`config.mk`:
```
export PLATFORM = sky130hd
export DESIGN_NAME = gcgr_regs
export DESIGN_NICKNAME = d
export VERILOG_FILES = /design/src/pkg/gcgr_pkg.sv /design/src/verilog/gcgr_io_pin.sv /design/src/verilog/gcgr_regs.sv
export VERILOG_INCLUDE_DIRS = /design/src /design/src/pkg
export SDC_FILE = /design/constraint.sdc
export NUM_CORES = 1
export LEC_CHECK = 0
export BUFFER_PORTS_ARGS = -buffer_cell sky130_fd_sc_hd__buf_4
export CORE_UTILIZATION = 40
export DETAILED_ROUTE_END_ITERATION = 8
export GPL_ROUTABILITY_DRIVEN = 0
export PLACE_DENSITY = 0.72
export SLEW_MARGIN = 30
export SYNTH_ARGS = -nofsm -noshare
export SYNTH_HDL_FRONTEND = slang
export SYNTH_SLANG_ARGS = --single-unit
```
`constraint.sdc`:
```
create_clock -name clk -period 2.7 [get_ports clk]
set_input_delay 0 -clock clk [delete_from_list [all_inputs] [get_ports clk]]
set_output_delay 0 -clock clk [all_outputs]
set_load 0.005 [all_outputs]
```
`src/pkg/gcgr_defs.svh`:
```
`ifndef GCGR_DEFS_SVH
`define GCGR_DEFS_SVH

// Printed offsets are register indices; byte address is four times the index.
`define GCGR_IDX_MODEM_SVC      8'h46
`define GCGR_IDX_REVISION       8'h4f
`define GCGR_IDX_CHAN_SEL       8'h68
`define GCGR_IDX_IO_DATA        8'h70
`define GCGR_IDX_IO_DIR         8'h71
`define GCGR_IDX_SVC_CTRL       8'h7e
`define GCGR_IDX_CMD            8'h7f

`define GCGR_RST_MODEM_SVC      8'h00
`define GCGR_RST_REVISION       8'h00
`define GCGR_RST_CHAN_SEL       8'h00
`define GCGR_RST_IO_DATA        8'h00
`define GCGR_RST_IO_DIR         8'h00

`define GCGR_CHAN_LO            0
`define GCGR_CHAN_HI            1
`define GCGR_CHAN_RSVD_BIT      2
`define GCGR_POLL_LO            3
`define GCGR_POLL_HI            7
`define GCGR_MSC_CHAN_LO        2
`define GCGR_MSC_CHAN_HI        3

`define GCGR_CMD_GLOBAL_RESET   8'h81

// Reset processing time in ns.
`define GCGR_RESET_TIME_NS      2000
`define GCGR_CLK_PERIOD_NS      10
`define GCGR_RESET_CYCLES       ((`GCGR_RESET_TIME_NS + `GCGR_CLK_PERIOD_NS - 1) / `GCGR_CLK_PERIOD_NS)

`endif

```
`src/pkg/gcgr_pkg.sv`:
```
package gcgr_pkg;

    typedef enum logic [1:0] {
        GCGR_ST_BUSY  = 2'b01,
        GCGR_ST_READY = 2'b10
    } gcgr_state_t;

    typedef logic [7:0] gcgr_byte_t;

endpackage : gcgr_pkg

```
`src/verilog/gcgr_io_pin.sv`:
```
`timescale 1ns/1ps
module gcgr_io_pin (
    input  wire logic clk,
    input  wire logic arst_n,
    input  wire logic dirBit,
    input  wire logic dataBit,
    input  wire logic pinIn,
    output logic      pinOut,
    output logic      pinOe,
    output logic      readBit
);
    logic pinOut_next;
    logic pinOe_next;
    logic readBit_next;

    always_comb begin
        pinOe_next   = dirBit;
        pinOut_next  = dataBit;
        readBit_next = dirBit ? dataBit : pinIn;
    end

    always_ff @(posedge clk or negedge arst_n) begin
        if (!arst_n) begin
            pinOut  <= 1'b0;
            pinOe   <= 1'b0;
            readBit <= 1'b0;
        end else begin
            pinOut  <= pinOut_next;
            pinOe   <= pinOe_next;
            readBit <= readBit_next;
        end
    end
endmodule : gcgr_io_pin

```
`src/verilog/gcgr_regs.sv`:
```
`timescale 1ns/1ps
// Overview of operation
// - Channel select bits 1:0 pick channel 0, 2 or 3; code 01 unused.
// - Upper five channel select bits ignored except as poll-mode context.
// - Revision register normally reads the 8-bit firmware revision code.
// - Power-on or software global reset clears the revision register to zero.
// - Revision code reloads once reset processing ends; nonzero means ready.
// - Direction bit one makes the matching pin output, zero makes input.
// - Data bit n maps to general-purpose pin n across eight pins.
// - Written data drives unchanged onto every pin set as output.
// - Data reads give live level for inputs, written value for outputs.
// - Modem channel bits 3:2 show serviced channel during a service cycle.
// - Modem channel bits 7:4 and 1:0 read back as host wrote them.
`include "gcgr_defs.svh"
module gcgr_regs
    import gcgr_pkg::*;
#(
    parameter int         IO_WIDTH    = 8,
    parameter int         RESET_CYCLES = `GCGR_RESET_CYCLES,
    // Arbitrary neutral revision value.
    parameter logic [7:0] REVISION    = 8'h01
) (
    input  wire logic                clk,
    input  wire logic                arst_n,
    input  wire logic [9:0]          wb_adr_i,
    input  wire logic [31:0]         wb_dat_i,
    input  wire logic [3:0]          wb_sel_i,
    input  wire logic                wb_we_i,
    input  wire logic                wb_cyc_i,
    input  wire logic                wb_stb_i,
    output logic      [31:0]         wb_dat_o,
    output logic                     wb_ack_o,
    output logic                     wb_err_o,
    input  wire logic                svcActive,
    input  wire logic [1:0]          svcChannel,
    input  wire logic [IO_WIDTH-1:0] gpIn,
    output logic      [IO_WIDTH-1:0] gpOut,
    output logic      [IO_WIDTH-1:0] gpOe,
    output logic      [1:0]          channelSel,
    output logic      [4:0]          pollContext,
    output logic                     hostReady
);
    gcgr_byte_t             chanSel_reg,   chanSel_next;
    gcgr_byte_t             revision_reg,  revision_next;
    gcgr_byte_t             modemSvc_reg,  modemSvc_next;
    logic [IO_WIDTH-1:0]    ioData_reg,    ioData_next;
    logic [IO_WIDTH-1:0]    ioDir_reg,     ioDir_next;
    logic [15:0]            rstCnt_reg,    rstCnt_next;
    gcgr_state_t            state_reg,     state_next;
    logic [31:0]            datOut_reg,    datOut_next;
    logic                   ack_reg,       ack_next;
    logic                   err_reg,       err_next;
    logic [1:0]             chanOut_reg;
    logic [4:0]             pollOut_reg;
    logic                   ready_reg;
    logic [IO_WIDTH-1:0]    ioRead;
    logic [7:0]             idx;
    logic                   req;
    logic                   wr;
    logic                   mapped;
    gcgr_byte_t             rdByte;
    gcgr_byte_t             modemView;

    assign idx = wb_adr_i[9:2];
    assign req = wb_cyc_i && wb_stb_i && !ack_reg && !err_reg;
    assign wr  = req && wb_we_i && wb_sel_i[0];

    genvar gi;
    generate
        for (gi = 0; gi < IO_WIDTH; gi++) begin : g_pin
            gcgr_io_pin u_pin (
                .clk     (clk),
                .arst_n  (arst_n),
                .dirBit  (ioDir_reg[gi]),
                .dataBit (ioData_reg[gi]),
                .pinIn   (gpIn[gi]),
                .pinOut  (gpOut[gi]),
                .pinOe   (gpOe[gi]),
                .readBit (ioRead[gi])
            );
        end
    endgenerate

    always_comb begin
        modemView = modemSvc_reg;
        if (svcActive) begin
            modemView[`GCGR_MSC_CHAN_HI:`GCGR_MSC_CHAN_LO] = svcChannel;
        end
        mapped = 1'b1;
        case (idx)
            `GCGR_IDX_CHAN_SEL:  rdByte = chanSel_reg;
            `GCGR_IDX_REVISION:  rdByte = revision_reg;
            `GCGR_IDX_MODEM_SVC: rdByte = modemView;
            `GCGR_IDX_IO_DATA:   rdByte = 8'(ioRead);
            `GCGR_IDX_IO_DIR:    rdByte = 8'(ioDir_reg);
            `GCGR_IDX_SVC_CTRL:  rdByte = {7'h00, state_reg == GCGR_ST_READY};
            `GCGR_IDX_CMD:       rdByte = 8'h00;
            default: begin
                rdByte = 8'h00;
                mapped = 1'b0;
            end
        endcase
    end

    always_comb begin
        chanSel_next  = chanSel_reg;
        revision_next = revision_reg;
        modemSvc_next = modemSvc_reg;
        ioData_next   = ioData_reg;
        ioDir_next    = ioDir_reg;
        rstCnt_next   = rstCnt_reg;
        state_next    = state_reg;
        datOut_next   = 32'h0000_0000;
        ack_next      = req && mapped;
        err_next      = req && !mapped;
        if (req && mapped && !wb_we_i) begin
            datOut_next = {24'h00_0000, rdByte};
        end
        if (wr && state_reg == GCGR_ST_READY) begin
            case (idx)
                `GCGR_IDX_CHAN_SEL:  chanSel_next = wb_dat_i[7:0];
                `GCGR_IDX_REVISION:  revision_next = wb_dat_i[7:0];
                `GCGR_IDX_MODEM_SVC: modemSvc_next = wb_dat_i[7:0];
                `GCGR_IDX_IO_DATA:   ioData_next = wb_dat_i[IO_WIDTH-1:0];
                `GCGR_IDX_IO_DIR:    ioDir_next = wb_dat_i[IO_WIDTH-1:0];
                `GCGR_IDX_CMD: begin
                    if (wb_dat_i[7:0] == `GCGR_CMD_GLOBAL_RESET) begin
                        revision_next = `GCGR_RST_REVISION;
                        rstCnt_next   = 16'h0000;
                        state_next    = GCGR_ST_BUSY;
                    end
                end
                default: ;
            endcase
        end
        case (state_reg)
            GCGR_ST_BUSY: begin
                rstCnt_next = rstCnt_reg + 16'h0001;
                if (rstCnt_reg >= 16'(RESET_CYCLES - 1)) begin
                    revision_next = REVISION;
                    state_next    = GCGR_ST_READY;
                end
            end
            GCGR_ST_READY: ;
            default: state_next = GCGR_ST_BUSY;
        endcase
    end

    always_ff @(posedge clk or negedge arst_n) begin
        if (!arst_n) begin
            chanSel_reg  <= `GCGR_RST_CHAN_SEL;
            revision_reg <= `GCGR_RST_REVISION;
            modemSvc_reg <= `GCGR_RST_MODEM_SVC;
            ioData_reg   <= IO_WIDTH'(`GCGR_RST_IO_DATA);
            ioDir_reg    <= IO_WIDTH'(`GCGR_RST_IO_DIR);
            rstCnt_reg   <= 16'h0000;
            state_reg    <= GCGR_ST_BUSY;
            datOut_reg   <= 32'h0000_0000;
            ack_reg      <= 1'b0;
            err_reg      <= 1'b0;
            chanOut_reg  <= 2'b00;
            pollOut_reg  <= 5'h00;
            ready_reg    <= 1'b0;
        end else begin
            chanSel_reg  <= chanSel_next;
            revision_reg <= revision_next;
            modemSvc_reg <= modemSvc_next;
            ioData_reg   <= ioData_next;
            ioDir_reg    <= ioDir_next;
            rstCnt_reg   <= rstCnt_next;
            state_reg    <= state_next;
            datOut_reg   <= datOut_next;
            ack_reg      <= ack_next;
            err_reg      <= err_next;
            chanOut_reg  <= chanSel_next[`GCGR_CHAN_HI:`GCGR_CHAN_LO];
            pollOut_reg  <= chanSel_next[`GCGR_POLL_HI:`GCGR_POLL_LO];
            ready_reg    <= state_next == GCGR_ST_READY;
        end
    end

    // Writes during reset processing are acknowledged but dropped, since the device is not yet accepting host writes; reads are still answered.
    assign wb_dat_o    = datOut_reg;
    assign wb_ack_o    = ack_reg;
    assign wb_err_o    = err_reg;
    assign channelSel  = chanOut_reg;
    assign pollContext = pollOut_reg;
    assign hostReady   = ready_reg;
endmodule : gcgr_regs

```
After elaboration in Yosys (flattened, before gate mapping)
Index checks and enable logic that the tools add are counted.
{"block": "totals", "out_inout_bits": 58, "input_bits": 62, "register_bits": 124}
{"block": "classes", "magnitude_cmp": 1, "n_mux": 28, "reduce_logical": 22, "n_eq_ne": 11, "add_sub_neg": 1}
{"op": "$mux 16", "n": 4}
{"op": "$eq 8x7->1 const B", "n": 7}
{"op": "$mux 8", "n": 7}
{"op": "$pmux 8 s6", "n": 1}
{"op": "$add 16x1->16 const B", "n": 1}
{"op": "$ge 16x8->1 const B", "n": 1}
{"op": "$pmux 8 s2", "n": 1}
{"op": "$mux 2", "n": 5}
{"op": "$logic_and 1x1->1", "n": 9}
{"op": "$mux 1", "n": 9}
{"op": "$eq 8x8->1 const B", "n": 1}
{"op": "$reduce_and 2->1", "n": 4}
{"op": "$reduce_or 7->1", "n": 1}
{"op": "$reduce_bool 2->1", "n": 3}
{"op": "$eq 2x2->1 const B", "n": 2}
{"op": "$logic_not 1->1", "n": 4}
{"op": "$pmux 2 s2", "n": 1}
{"op": "$reduce_and 3->1", "n": 1}
{"op": "$eq 2x1->1 const B", "n": 1}

Logic depth before layout (Yosys ltp)
Gate-level depths: netlist of the first run.
{"block": "logic_depth", "word_depth": 10, "mapped_depth": 8}

Hierarchy
A second synthesis of the first run with hierarchy kept.
{"block": "unflattened", "hier_cells": 354, "area_unflattened_um2": 4479.3}
{"mod": "gcgr_regs", "seq_area_each_um2": 1727.9, "instances": 1, "area_each_um2": 3758.6, "cells_per_inst": 322}
{"mod": "gcgr_io_pin", "seq_area_each_um2": 75.1, "instances": 8, "area_each_um2": 90.1, "cells_per_inst": 4}

Worst setup path before layout of the first run
Ideal clock, no wire load.
{"block": "synth_path", "kind": "register to register", "start": "register state_reg[0]", "end": "register rstCnt_reg[5]", "required_ns": 2.590, "slack_ns": 0.919, "stages_incl_launch_ff": 6, "path_buffers": 2, "setup_ns": 0.110, "arrival_ns": 1.670, "cell_sequence": "dfstp_2 > ha_1 > clkbuf_1 > clkinv_1 > clkbuf_1 > o41ai_1"}
{"block": "synth_via", "elab_chain_len": 4}
{"item": "start: declaration", "line_no": "gcgr_regs.sv:49", "text": "gcgr_state_t state_reg, state_next;"}
{"item": "start signal: assignment", "line_no": "gcgr_regs.sv:171", "text": "state_reg <= state_next;"}
{"item": "$eq 2x2->1", "line_no": "gcgr_regs.sv:119", "text": "if (wr && state_reg == GCGR_ST_READY) begin"}
{"item": "$logic_and 1x1->1", "line_no": "gcgr_regs.sv:119"}
{"item": "$reduce_bool 2->1 (no source line)"}
{"item": "$reduce_and 3->1 (no source line)"}
{"item": "end signal: assignment", "line_no": "gcgr_regs.sv:170", "text": "rstCnt_reg <= rstCnt_next;"}
{"item": "end: declaration", "line_no": "gcgr_regs.sv:48", "text": "logic [15:0] rstCnt_reg, rstCnt_next;"}
Parallel ways exist; a longest one is shown, timed or not.
A chain may end at the register's enable or synchronous reset.

Final worst setup path of the first run
{"block": "layout_path", "start": "register state_reg[0]", "end": "register chanOut_reg[0], in the netlist channelSel[0]"}
{"block": "layout_via", "elab_chain_len": 3}
{"item": "$eq 2x2->1", "line_no": "gcgr_regs.sv:119"}
{"item": "$logic_and 1x1->1", "line_no": "gcgr_regs.sv:119"}
{"item": "$mux 8", "line_no": "gcgr_regs.sv:119"}
{"item": "end signal: assignment", "line_no": "gcgr_regs.sv:175", "text": "chanOut_reg <= chanSel_next[`GCGR_CHAN_HI:`GCGR_CHAN_LO];"}
{"item": "end: declaration", "line_no": "gcgr_regs.sv:53", "text": "logic [1:0] chanOut_reg;"}
Every way passes these cells.

==> reports/results.tsv, run 1 <==
stage	metric	value	unit
floorplan	dieWidth	106.7	µm
worst_setup_path	endpoint_kind	register	
grt	grt_use_met1	0.2274	
detailed_routing	drt_iter0_drc	268	
worst_setup_path	critPathMaxFanout	8	
cells_and_area	area_delta_synth_final	17.93	%
synth	yosysWarningCount	0	
cells_and_area	layout_commonest_cell	dfrtp_1	
synth	synth_cell_type_count	49	
timing	worst_pin_slew	928.4	ps
grt	grt_max_degree	61	
timing	slew_viol_final	0	
worst_setup_path	worstPathRequired	2940	ps
timing	finalHoldViolCount	0	
grt	grtUsageTotal	0.1757	
clock_network	root_buffer	clkbuf_8	
synth	ys_seq_area_frac	0.5314	
detailed_routing	vias_per_cell	5.245	
clock_network	cts_sinks	93	
grt	grt_pass1_wl	15370	µm
power_and_ir_drop	p_leak	2.528	nW
timing	rsz0062_at_grt	false	
min_path	hold_class	input port to register	
synth	synthTopCellsByArea	dfrtp_1 53%, buf_4 8.4%, mux2_1 8.2%, mux2_2 2.6%, a22oi_1 2.4%	
floorplan	die_area	11380	µm²
placed_design	place_worst_setup_slack	618.8	ps
floorplan	placeableCoreArea	10460	µm²
worst_setup_path	crit_arrival	2330	ps
timing	max_freq	477.8	MHz
synth	syn_area	4382	µm²
run_status	outcome	complete, no violations	
clock_network	cts_max_level	3	
cells_and_area	drive_above_1_share	0.2303	
job	maxCapViolations	0	
clock_network	clock_latency	360	ps
detailed_routing	vias	3105	
placed_design	dp_hpwl	6501	µm
cells_and_area	n_antenna_cell	0	
synth	dominantRegCellSynth	dfrtp_1	
grt	grt-busiest-layer	met2	
synth	synth-seq-cells	93	
clock_network	cts.reportedPaths.clkPinSlew	80	ps
floorplan	die_height	106.7	µm
synth	synth_top_area_frac	0.5254	
floorplan	rows	37	
placed_design	io_buffers	66	
detailed_routing	drt_pass1_iterations	4	
synth	syn_inst	386	
worst_setup_path	criticalPathCategory	register to register	
timing	finalCritPeriodShare	0.7752	
cells_and_area	layout_common_cells	92 x dfrtp_1, 74 x buf_4, 32 x mux2_1	
cells_and_area	largest_register_ff_count	16	
timing	worst_slack	606.9	ps
synth	synth_edf_count	0	
synth	yosysTopAreaCell	dfrtp_1	
timing	tns	0	ps
clock_network	cts_buffers	9	
cells_and_area	n_fill_cell	953	
grt	grt-ovfl-total	0	
detailed_routing	wl_per_cell	15.58	µm
synth	async_flop_share	1.000	
placed_design	place_area	4782	µm²
grt	grt_pass1_vias	3072	
floorplan	pin_count	120	
timing	fin_skew	8.438	ps
synth	syn_area_per_cell	11.35	µm²
grt	globalRouteMet3Util	0.02553	
grt	antenna_found_initial	0	
timing	layout_min_cycle_time	2093	ps
detailed_routing	wl	9226	µm
worst_setup_path	cp-start-kind	register	
grt	use_met2	0.2949	
clock_network	tritoncts	yes	
timing	relSlewSlack	0.3763	
detailed_routing	ant_nets	0	
power_and_ir_drop	p_per_area	571.2	nW/µm²
detailed_routing	drc	0	
power_and_ir_drop	peakVddDrop	0.2431	mV
timing	setup_violations	0	
cells_and_area	finalInstanceArea	5167	µm²
floorplan	start_util	0.4188	
cells_and_area	nNetsFinal	516	
clock_network	cts_buffer_depth	2	
-- cell usage after synthesis, types with 2 or more instances --
cell type	number
a21oi_1	13
a222oi_1	5
a22o_1	6
a22oi_1	14
a31oi_1	4
and2_1	5
and3_1	4
and4_1	2
buf_2	2
buf_4	49
clkbuf_1	9
dfrtp_1	92
ha_1	3
inv_1	3
mux2_1	32
mux2_2	10
mux2i_1	2
nand2_1	22
nand2_4	2
nand2b_1	2
nand3_1	4
nand4_1	7
nand4bb_1	2
nor2_1	28
nor2b_1	2
nor3_1	4
nor4_1	6
nor4bb_1	2
o211ai_1	3
o21ai_0	3
o21ai_1	20
o2bb2ai_1	2
o31ai_1	5
or3_1	2
-- stage by stage --
step | utilization | std cells | total power, W | hold slack (ps)
floorplan | - | 409 | 0.001805 | -295.6
global placement | 0.4571 | 559 | 0.001941 | 99.90
detailed placement | 0.4571 | 559 | 0.001959 | 104.5
CTS | 0.4939 | 592 | 0.002975 | 29.14
global route | 0.4939 | 592 | 0.003107 | 61.45
finish | 0.4939 | 592 | 0.002952 | 29.52
-- layout make-up --
cell class | instances | area (µm²) | share of cell area
Multi-Input combinational cell | 252 | 1713 | 0.3315
Tap cell | 136 | 170.2 | 0.03293
Inverter | 4 | 15.01 | 0.002906
Clock inverter | 5 | 83.83 | 0.01622
Clock buffer | 11 | 131.4 | 0.02542
Sequential cell | 93 | 2328 | 0.4506
Timing Repair Buffer | 91 | 725.7 | 0.1404
-- worst max-delay path, stage by stage (launching register included) --
cell     delay (ps)
dfstp_2         380
inv_1            50
ha_1            200
nand3_1         130
nor2_2          360
nand2_1         390
mux2_1          460
-- cell families after synthesis --
| family | Yosys count | share of synthesized area |
|---|---|---|
| buffers and inverters | 64 | 0.09737 |
| other | 1 | 0.0008558 |
| AO/OA/AOI/OAI | 82 | 0.1256 |
| flip-flops | 93 | 0.5314 |
| multiplexers | 44 | 0.1125 |
| adder cells (fa/ha/maj) | 3 | 0.008567 |
| AND/OR/NAND/NOR | 99 | 0.1236 |
-- power breakdown --
| part | internal, W | total, W | switching, W | leakage [nW] |
|---|---|---|---|---|
| logic | 0.000186 | 0.000465 | 0.000280 | 1.16 |
| clock network | 0.000527 | 0.00100 | 0.000475 | 0.105 |
| registers | 0.00144 | 0.00148 | 0.0000403 | 1.27 |
| total | 0.00216 | 0.00295 | 0.000795 | 2.53 |
-- final timing paths --
kind,from,slack (ps),end,cells past startpoint
max,state_reg[0],610,channelSel[0],6
min,wb_adr_i[6],30,wb_dat_o[0],4
max reg2reg,state_reg[0],610,channelSel[0],6
min reg2reg,ioData_reg[7],400,g_pin[7].u_pin.pinOut,0
max in group asynchronous,arst_n,1660,state_reg[0],3
min in group asynchronous,arst_n,230,g_pin[1].u_pin.readBit,2
-- per-layer routing --
| metal | vias to the layer above | share of wire |
|---|---|---|
| met5 | - | 0 |
| met1 | 1535 | 0.44 |
| met3 | 11 | 0.042 |
| li1 | 1470 | - |
| met4 | 0 | 0.012 |
| met2 | 89 | 0.50 |
-- timing repair --
item	in CTS	in global routing
resized for setup	0	0
hold buffers	17	0
buffers inserted	0	0
endpoints found under the hold margin	106	0
Note: power is estimated with default switching activity, not from simulation.
==> run 2: changes to the inputs <==
==> constraint.sdc (replaced) <==
create_clock -name clk -period 2.05 [get_ports clk]
set_input_delay 0 -clock clk [delete_from_list [all_inputs] [get_ports clk]]
set_output_delay 0 -clock clk [all_outputs]
set_load 0.005 [all_outputs]
==> reports/results.tsv, run 2 (synthesized netlist as in run 1, its figures left out) <==
stage	metric	value	unit
power_and_ir_drop	combPwrFrac	0.171	
floorplan	die_height	106.7	µm
worst_setup_path	cp-start-kind	register	
cells_and_area	final_cells	602	
timing	worst_pin_slew	767.0	ps
timing	layout_min_cycle_time	1906	ps
run_status	outcome	complete, no violations	
worst_setup_path	critPathSlowestCell	dfstp_2	
timing	relSlewSlack	0.4852	
grt	antenna_found_initial	0	
floorplan	placeableCoreArea	10460	µm²
power_and_ir_drop	peakVddDrop	0.2994	mV
min_path	hold_class	input port to register	
detailed_routing	wl	9358	µm
power_and_ir_drop	p_clk_frac	0.307	
worst_setup_path	criticalPathCategory	register to register	
min_path	holdPathEnd	wb_dat_o[0]	
cells_and_area	nNetsFinal	527	
power_and_ir_drop	p_sw	0.001036	W
power_and_ir_drop	p_per_area	715.0	nW/µm²
floorplan	die_area	11380	µm²
placed_design	io_buffers	66	
timing	setup_violations	0	
detailed_routing	wl_per_cell	15.54	µm
clock_network	cts_buffers	9	
worst_setup_path	reg2reg_slack	140	ps
power_and_ir_drop	p_sw_frac	0.2759	
clock_network	cts_max_level	3	
worst_setup_path	cp_cell_sequence	inv_1, ha_1, nand3_1, nor2_4, o211ai_1, buf_4, a22oi_1, nor2_1	
timing	finalCritPeriodShare	0.9299	
placed_design	place_area	4877	µm²
timing	max_freq	524.6	MHz
cells_and_area	finalInstanceArea	5251	µm²
timing	slew_viol_final	0	
timing	finalHoldViolCount	0	
detailed_routing	vias_per_cell	5.221	
grt	grt-ovfl-total	0	
timing	worst_slack	143.8	ps
clock_network	cts_buffer_depth	2	
clock_network	clock_latency	360	ps
floorplan	rows	37	
cells_and_area	n_fill_cell	927	
clock_network	tritoncts	yes	
detailed_routing	ant_nets	0	
job	maxCapViolations	0	
timing	fin_hold_ws	31.99	ps
cells_and_area	layout_common_cells	92 x dfrtp_1, 84 x buf_4, 32 x mux2_1	
clock_network	cts_sinks	93	
clock_network	root_buffer	clkbuf_8	
detailed_routing	vias	3143	
power_and_ir_drop	p_leak	2.568	nW
worst_setup_path	endpoint_kind	register	
cells_and_area	area_delta_synth_final	19.85	%
cells_and_area	drive_above_1_share	0.2511	
detailed_routing	drt_pass1_iterations	5	
detailed_routing	drt_iter0_drc	250	
grt	grt_pass1_wl	15410	µm
placed_design	dp.cells	570	
worst_setup_path	slowest_delay	390	ps
worst_setup_path	critPathMaxFanout	6	
floorplan	dieWidth	106.7	µm
cells_and_area	n_antenna_cell	0	
cells_and_area	layout_commonest_cell	dfrtp_1	
floorplan	pin_count	120	
timing	fin_skew	10.92	ps
grt	grt_pass1_vias	3109	
min_path	holdPathStages	4	
worst_setup_path	crit_arrival	2150	ps
power_and_ir_drop	intPower	0.002719	W
worst_setup_path	r2r_cells	8	
floorplan	start_util	0.4188	
placed_design	place_worst_setup_slack	-107.4	ps
clock_network	cts.reportedPaths.clkPinSlew	80	ps
min_path	hold_start	wb_adr_i[6]	
grt	grt_max_degree	44	
grt	grtUsageTotal	0.1747	
power_and_ir_drop	power.share.sequential	0.522	
timing	tns	0	ps
detailed_routing	drc	0	
worst_setup_path	worstPathRequired	2290	ps
placed_design	dp_hpwl	6743	µm
worst_setup_path	r2r_start	state_reg[0]	
cells_and_area	largest_register_ff_count	16	
worst_setup_path	r2r-end	revision_reg[3]	
[run 2: cell types whose count changed in the layout (fill, tap and decap cells not counted), sizes merged]
cell      previous run  this run
buf                 74        85
bufinv               2         1
inv                  4         3
clkinvlp             1         2
[run 2: worst max path at each step]
stage | start | end | slack [ps] | depth (start not counted)
5_1_grt | state_reg[0] | revision_reg[3] | -3 | 8
4_1_cts | state_reg[0] | revision_reg[3] | 40 | 8
3_5_place_dp | state_reg[0] | rstCnt_reg[5] | -110 | 7
2_1_floorplan | state_reg[0] | rstCnt_reg[5] | 270 | 5
6_report | state_reg[0] | revision_reg[3] | 140 | 8
3_3_place_gp | state_reg[0] | rstCnt_reg[10] | 10 | 7
[run 2: critical path: cells and delay by family (launching register included)]
family                     cells  cell delay [ps]
AOI/OAI and AO/OA              2              430
buffers and inverters          2              260
and+or+nand+nor                3              510
DFF                            1              390
adders and majority gates      1              210
[run 2: power groups by stage]
stage	logic (W)	registers (W)	clock network (W)
floorplan	0.000399	0.00198	0
global placement	0.000577	0.00199	0
detailed placement	0.000603	0.00199	0
CTS	0.000638	0.00196	0.00119
global route	0.000729	0.00197	0.00127
finish	0.000643	0.00196	0.00115
[run 2: layout make-up]
class	count	area, µm²	area share
clock inverters	4	50.05	0.009531
repair buffers	102	820.8	0.1563
multi-input cells	252	1735	0.3305
inverters	4	15.01	0.002859
clock buffers	11	131.4	0.02502
well taps	136	170.2	0.03240
flip-flops and latches	93	2328	0.4434
[run 2: per-layer routing]
layer  track usage  vias to the layer above  part of all wire
met1        0.2204                     1565              0.44
met5             0                        -                 0
met4       0.05675                        0             0.012
li1              -                     1483                 -
met2        0.2982                       87              0.50
met3       0.03708                        8             0.048
[run 2: through the flow]
stage               power (W)    util
floorplan            0.002377       -
finish               0.003755  0.5019
CTS                  0.003786  0.5001
detailed placement   0.002597  0.4662
global placement     0.002565  0.4662
global route         0.003964  0.5019
[run 2: timing repair]
action,CTS,global route
endpoints found under the setup margin,12,13
pin swaps,0,1
gates resized for setup,1,4
hold endpoints to repair,88,0
hold buffers,17,0
buffers inserted,0,0
==> run 3: changes to the inputs <==
--- a/config.mk
+++ b/config.mk
@@ -11,7 +11,7 @@
 export DETAILED_ROUTE_END_ITERATION = 8
 export GPL_ROUTABILITY_DRIVEN = 0
 export PLACE_DENSITY = 0.72
-export SLEW_MARGIN = 30
+export SLEW_MARGIN = 20
 export SYNTH_ARGS = -nofsm -noshare
 export SYNTH_HDL_FRONTEND = slang
 export SYNTH_SLANG_ARGS = --single-unit
==> constraint.sdc (replaced) <==
create_clock -name clk -period 2.4 [get_ports clk]
set_input_delay 0 -clock clk [delete_from_list [all_inputs] [get_ports clk]]
set_output_delay 0 -clock clk [all_outputs]
set_load 0.005 [all_outputs]
==> reports/results.tsv, run 3 (synthesized netlist as in run 1, its figures left out) <==
stage	metric	value	unit
run_status	outcome	complete, no violations	
grt	grt_pass1_vias	3059	
grt	grt_max_degree	68	
clock_network	cts_buffers	9	
worst_setup_path	endpoint_kind	register	
cells_and_area	n_antenna_cell	0	
power_and_ir_drop	p_per_area	646.7	nW/µm²
cells_and_area	layout_commonest_cell	dfrtp_1	
floorplan	placeableCoreArea	10460	µm²
placed_design	io_buffers	66	
clock_network	cts_buffer_depth	2	
timing	slew_viol_final	0	
timing	fin_hold_ws	44.45	ps
worst_setup_path	worstPathRequired	2680	ps
job	maxCapViolations	0	
power_and_ir_drop	combPwrFrac	0.157	
timing	setup_violations	0	
clock_network	root_buffer	clkbuf_8	
worst_setup_path	cp-start-kind	register	
worst_setup_path	crit_arrival	2300	ps
power_and_ir_drop	intPower	0.002442	W
worst_setup_path	criticalPathCategory	register to register	
floorplan	die_area	11380	µm²
timing	finalHoldViolCount	0	
floorplan	rows	37	
min_path	hold_class	input port to register	
timing	relSlewSlack	0.4907	
placed_design	place_worst_setup_slack	431.4	ps
timing	fin_skew	10.16	ps
detailed_routing	vias_per_cell	5.290	
cells_and_area	nNetsFinal	520	
detailed_routing	ant_nets	0	
worst_setup_path	critPathMaxFanout	11	
timing	worst_pin_slew	758.9	ps
floorplan	die_height	106.7	µm
detailed_routing	vias	3153	
cells_and_area	n_fill_cell	936	
clock_network	tritoncts	yes	
cells_and_area	layout_common_cells	92 x dfrtp_1, 77 x buf_4, 32 x mux2_1	
timing	rsz0062_at_grt	false	
clock_network	cts_max_level	3	
power_and_ir_drop	power.share.sequential	0.494	
detailed_routing	drt_iter0_drc	230	
timing	max_freq	495.4	MHz
timing	tns	0	ps
power_and_ir_drop	p_clk_frac	0.348	
grt	grtUsageTotal	0.1710	
grt	grt_pass1_wl	15130	µm
power_and_ir_drop	p_sw	0.0009367	W
floorplan	start_util	0.4188	
clock_network	post_cts_resized	0	
timing	layout_min_cycle_time	2019	ps
detailed_routing	wl_per_cell	15.42	µm
detailed_routing	wl	9189	µm
cells_and_area	drive_above_1_share	0.2413	
timing	finalCritPeriodShare	0.8411	
detailed_routing	drt_pass1_iterations	5	
floorplan	dieWidth	106.7	µm
grt	antenna_found_initial	0	
clock_network	clock_latency	360	ps
cells_and_area	largest_register_ff_count	16	
placed_design	dp_hpwl	6514	µm
cells_and_area	area_delta_synth_final	19.22	%
clock_network	post_cts_buffers	0	
power_and_ir_drop	p_sw_frac	0.2773	
power_and_ir_drop	peakVddDrop	0.3219	mV
clock_network	cts_sinks	93	
grt	grt-ovfl-total	0	
floorplan	pin_count	120	
detailed_routing	drc	0	
timing	worst_slack	381.4	ps
power_and_ir_drop	p_leak	2.561	nW
clock_network	hold_buffers	17	
clock_network	cts.reportedPaths.clkPinSlew	90	ps
-- run 3: cell types whose count changed in the layout (fill, tap and decap cells not counted), sizes merged --
| cell | delta |
|---|---|
| clkinvlp | -1 |
| buf | -7 |
| bufinv | +1 |
| clkbuf | -2 |
| inv | +3 |
-- run 3: stage by stage --
step             util  total power [W]  std cells  cell area, µm²
2_1_floorplan       -         0.002030        409            4468
3_3_place_gp   0.4611         0.002186        563            4825
3_5_place_dp   0.4611         0.002210        563            4825
4_1_cts        0.4993         0.003413        596            5224
5_1_grt        0.4993         0.003540        596            5224
6_report       0.4993         0.003378        596            5224
-- run 3: critical path: stages, from the launching register on --
cell and delay (ps):
dfstp_2 560, ha_1 410, clkinv_1 370, or3_1 460, a22oi_1 150
-- run 3: final cells by class --
class	count	area (µm²)	area share
Tap cell	136	170.2	0.03257
Clock buffer	9	123.9	0.02371
Timing Repair Buffer	95	768.2	0.1471
Clock inverter	7	105.1	0.02012
Sequential cell	93	2328	0.4457
Inverter	4	15.01	0.002874
Multi-Input combinational cell	252	1713	0.3279
-- run 3: path summary, 6_finish.rpt --
path	cells past startpoint	start	to	slack, ps
worst max-delay path	4	state_reg[0]	state_reg[0]	380
worst min-delay path	4	wb_adr_i[6]	wb_dat_o[0]	40
worst max register to register	4	state_reg[0]	state_reg[0]	380
worst min register to register	0	ioData_reg[1]	g_pin[1].u_pin.pinOut	400
max in group asynchronous	3	arst_n	state_reg[0]	1620
min in group asynchronous	2	arst_n	g_pin[5].u_pin.readBit	90
-- run 3: per-layer routing --
layer	share of wire	track usage
met5	0	0
met4	0.015	0.06654
met3	0.052	0.03526
met2	0.50	0.2963
met1	0.43	0.2082
-- run 3: power groups by stage --
stage | sequential (W) | combinational, W | clock, W
final | 0.00167 | 0.000531 | 0.00118
after global routing | 0.00168 | 0.000589 | 0.00127
after CTS | 0.00167 | 0.000534 | 0.00121
after detailed placement | 0.00170 | 0.000508 | 0
after global placement | 0.00170 | 0.000489 | 0
after floorplan | 0.00169 | 0.000341 | 0
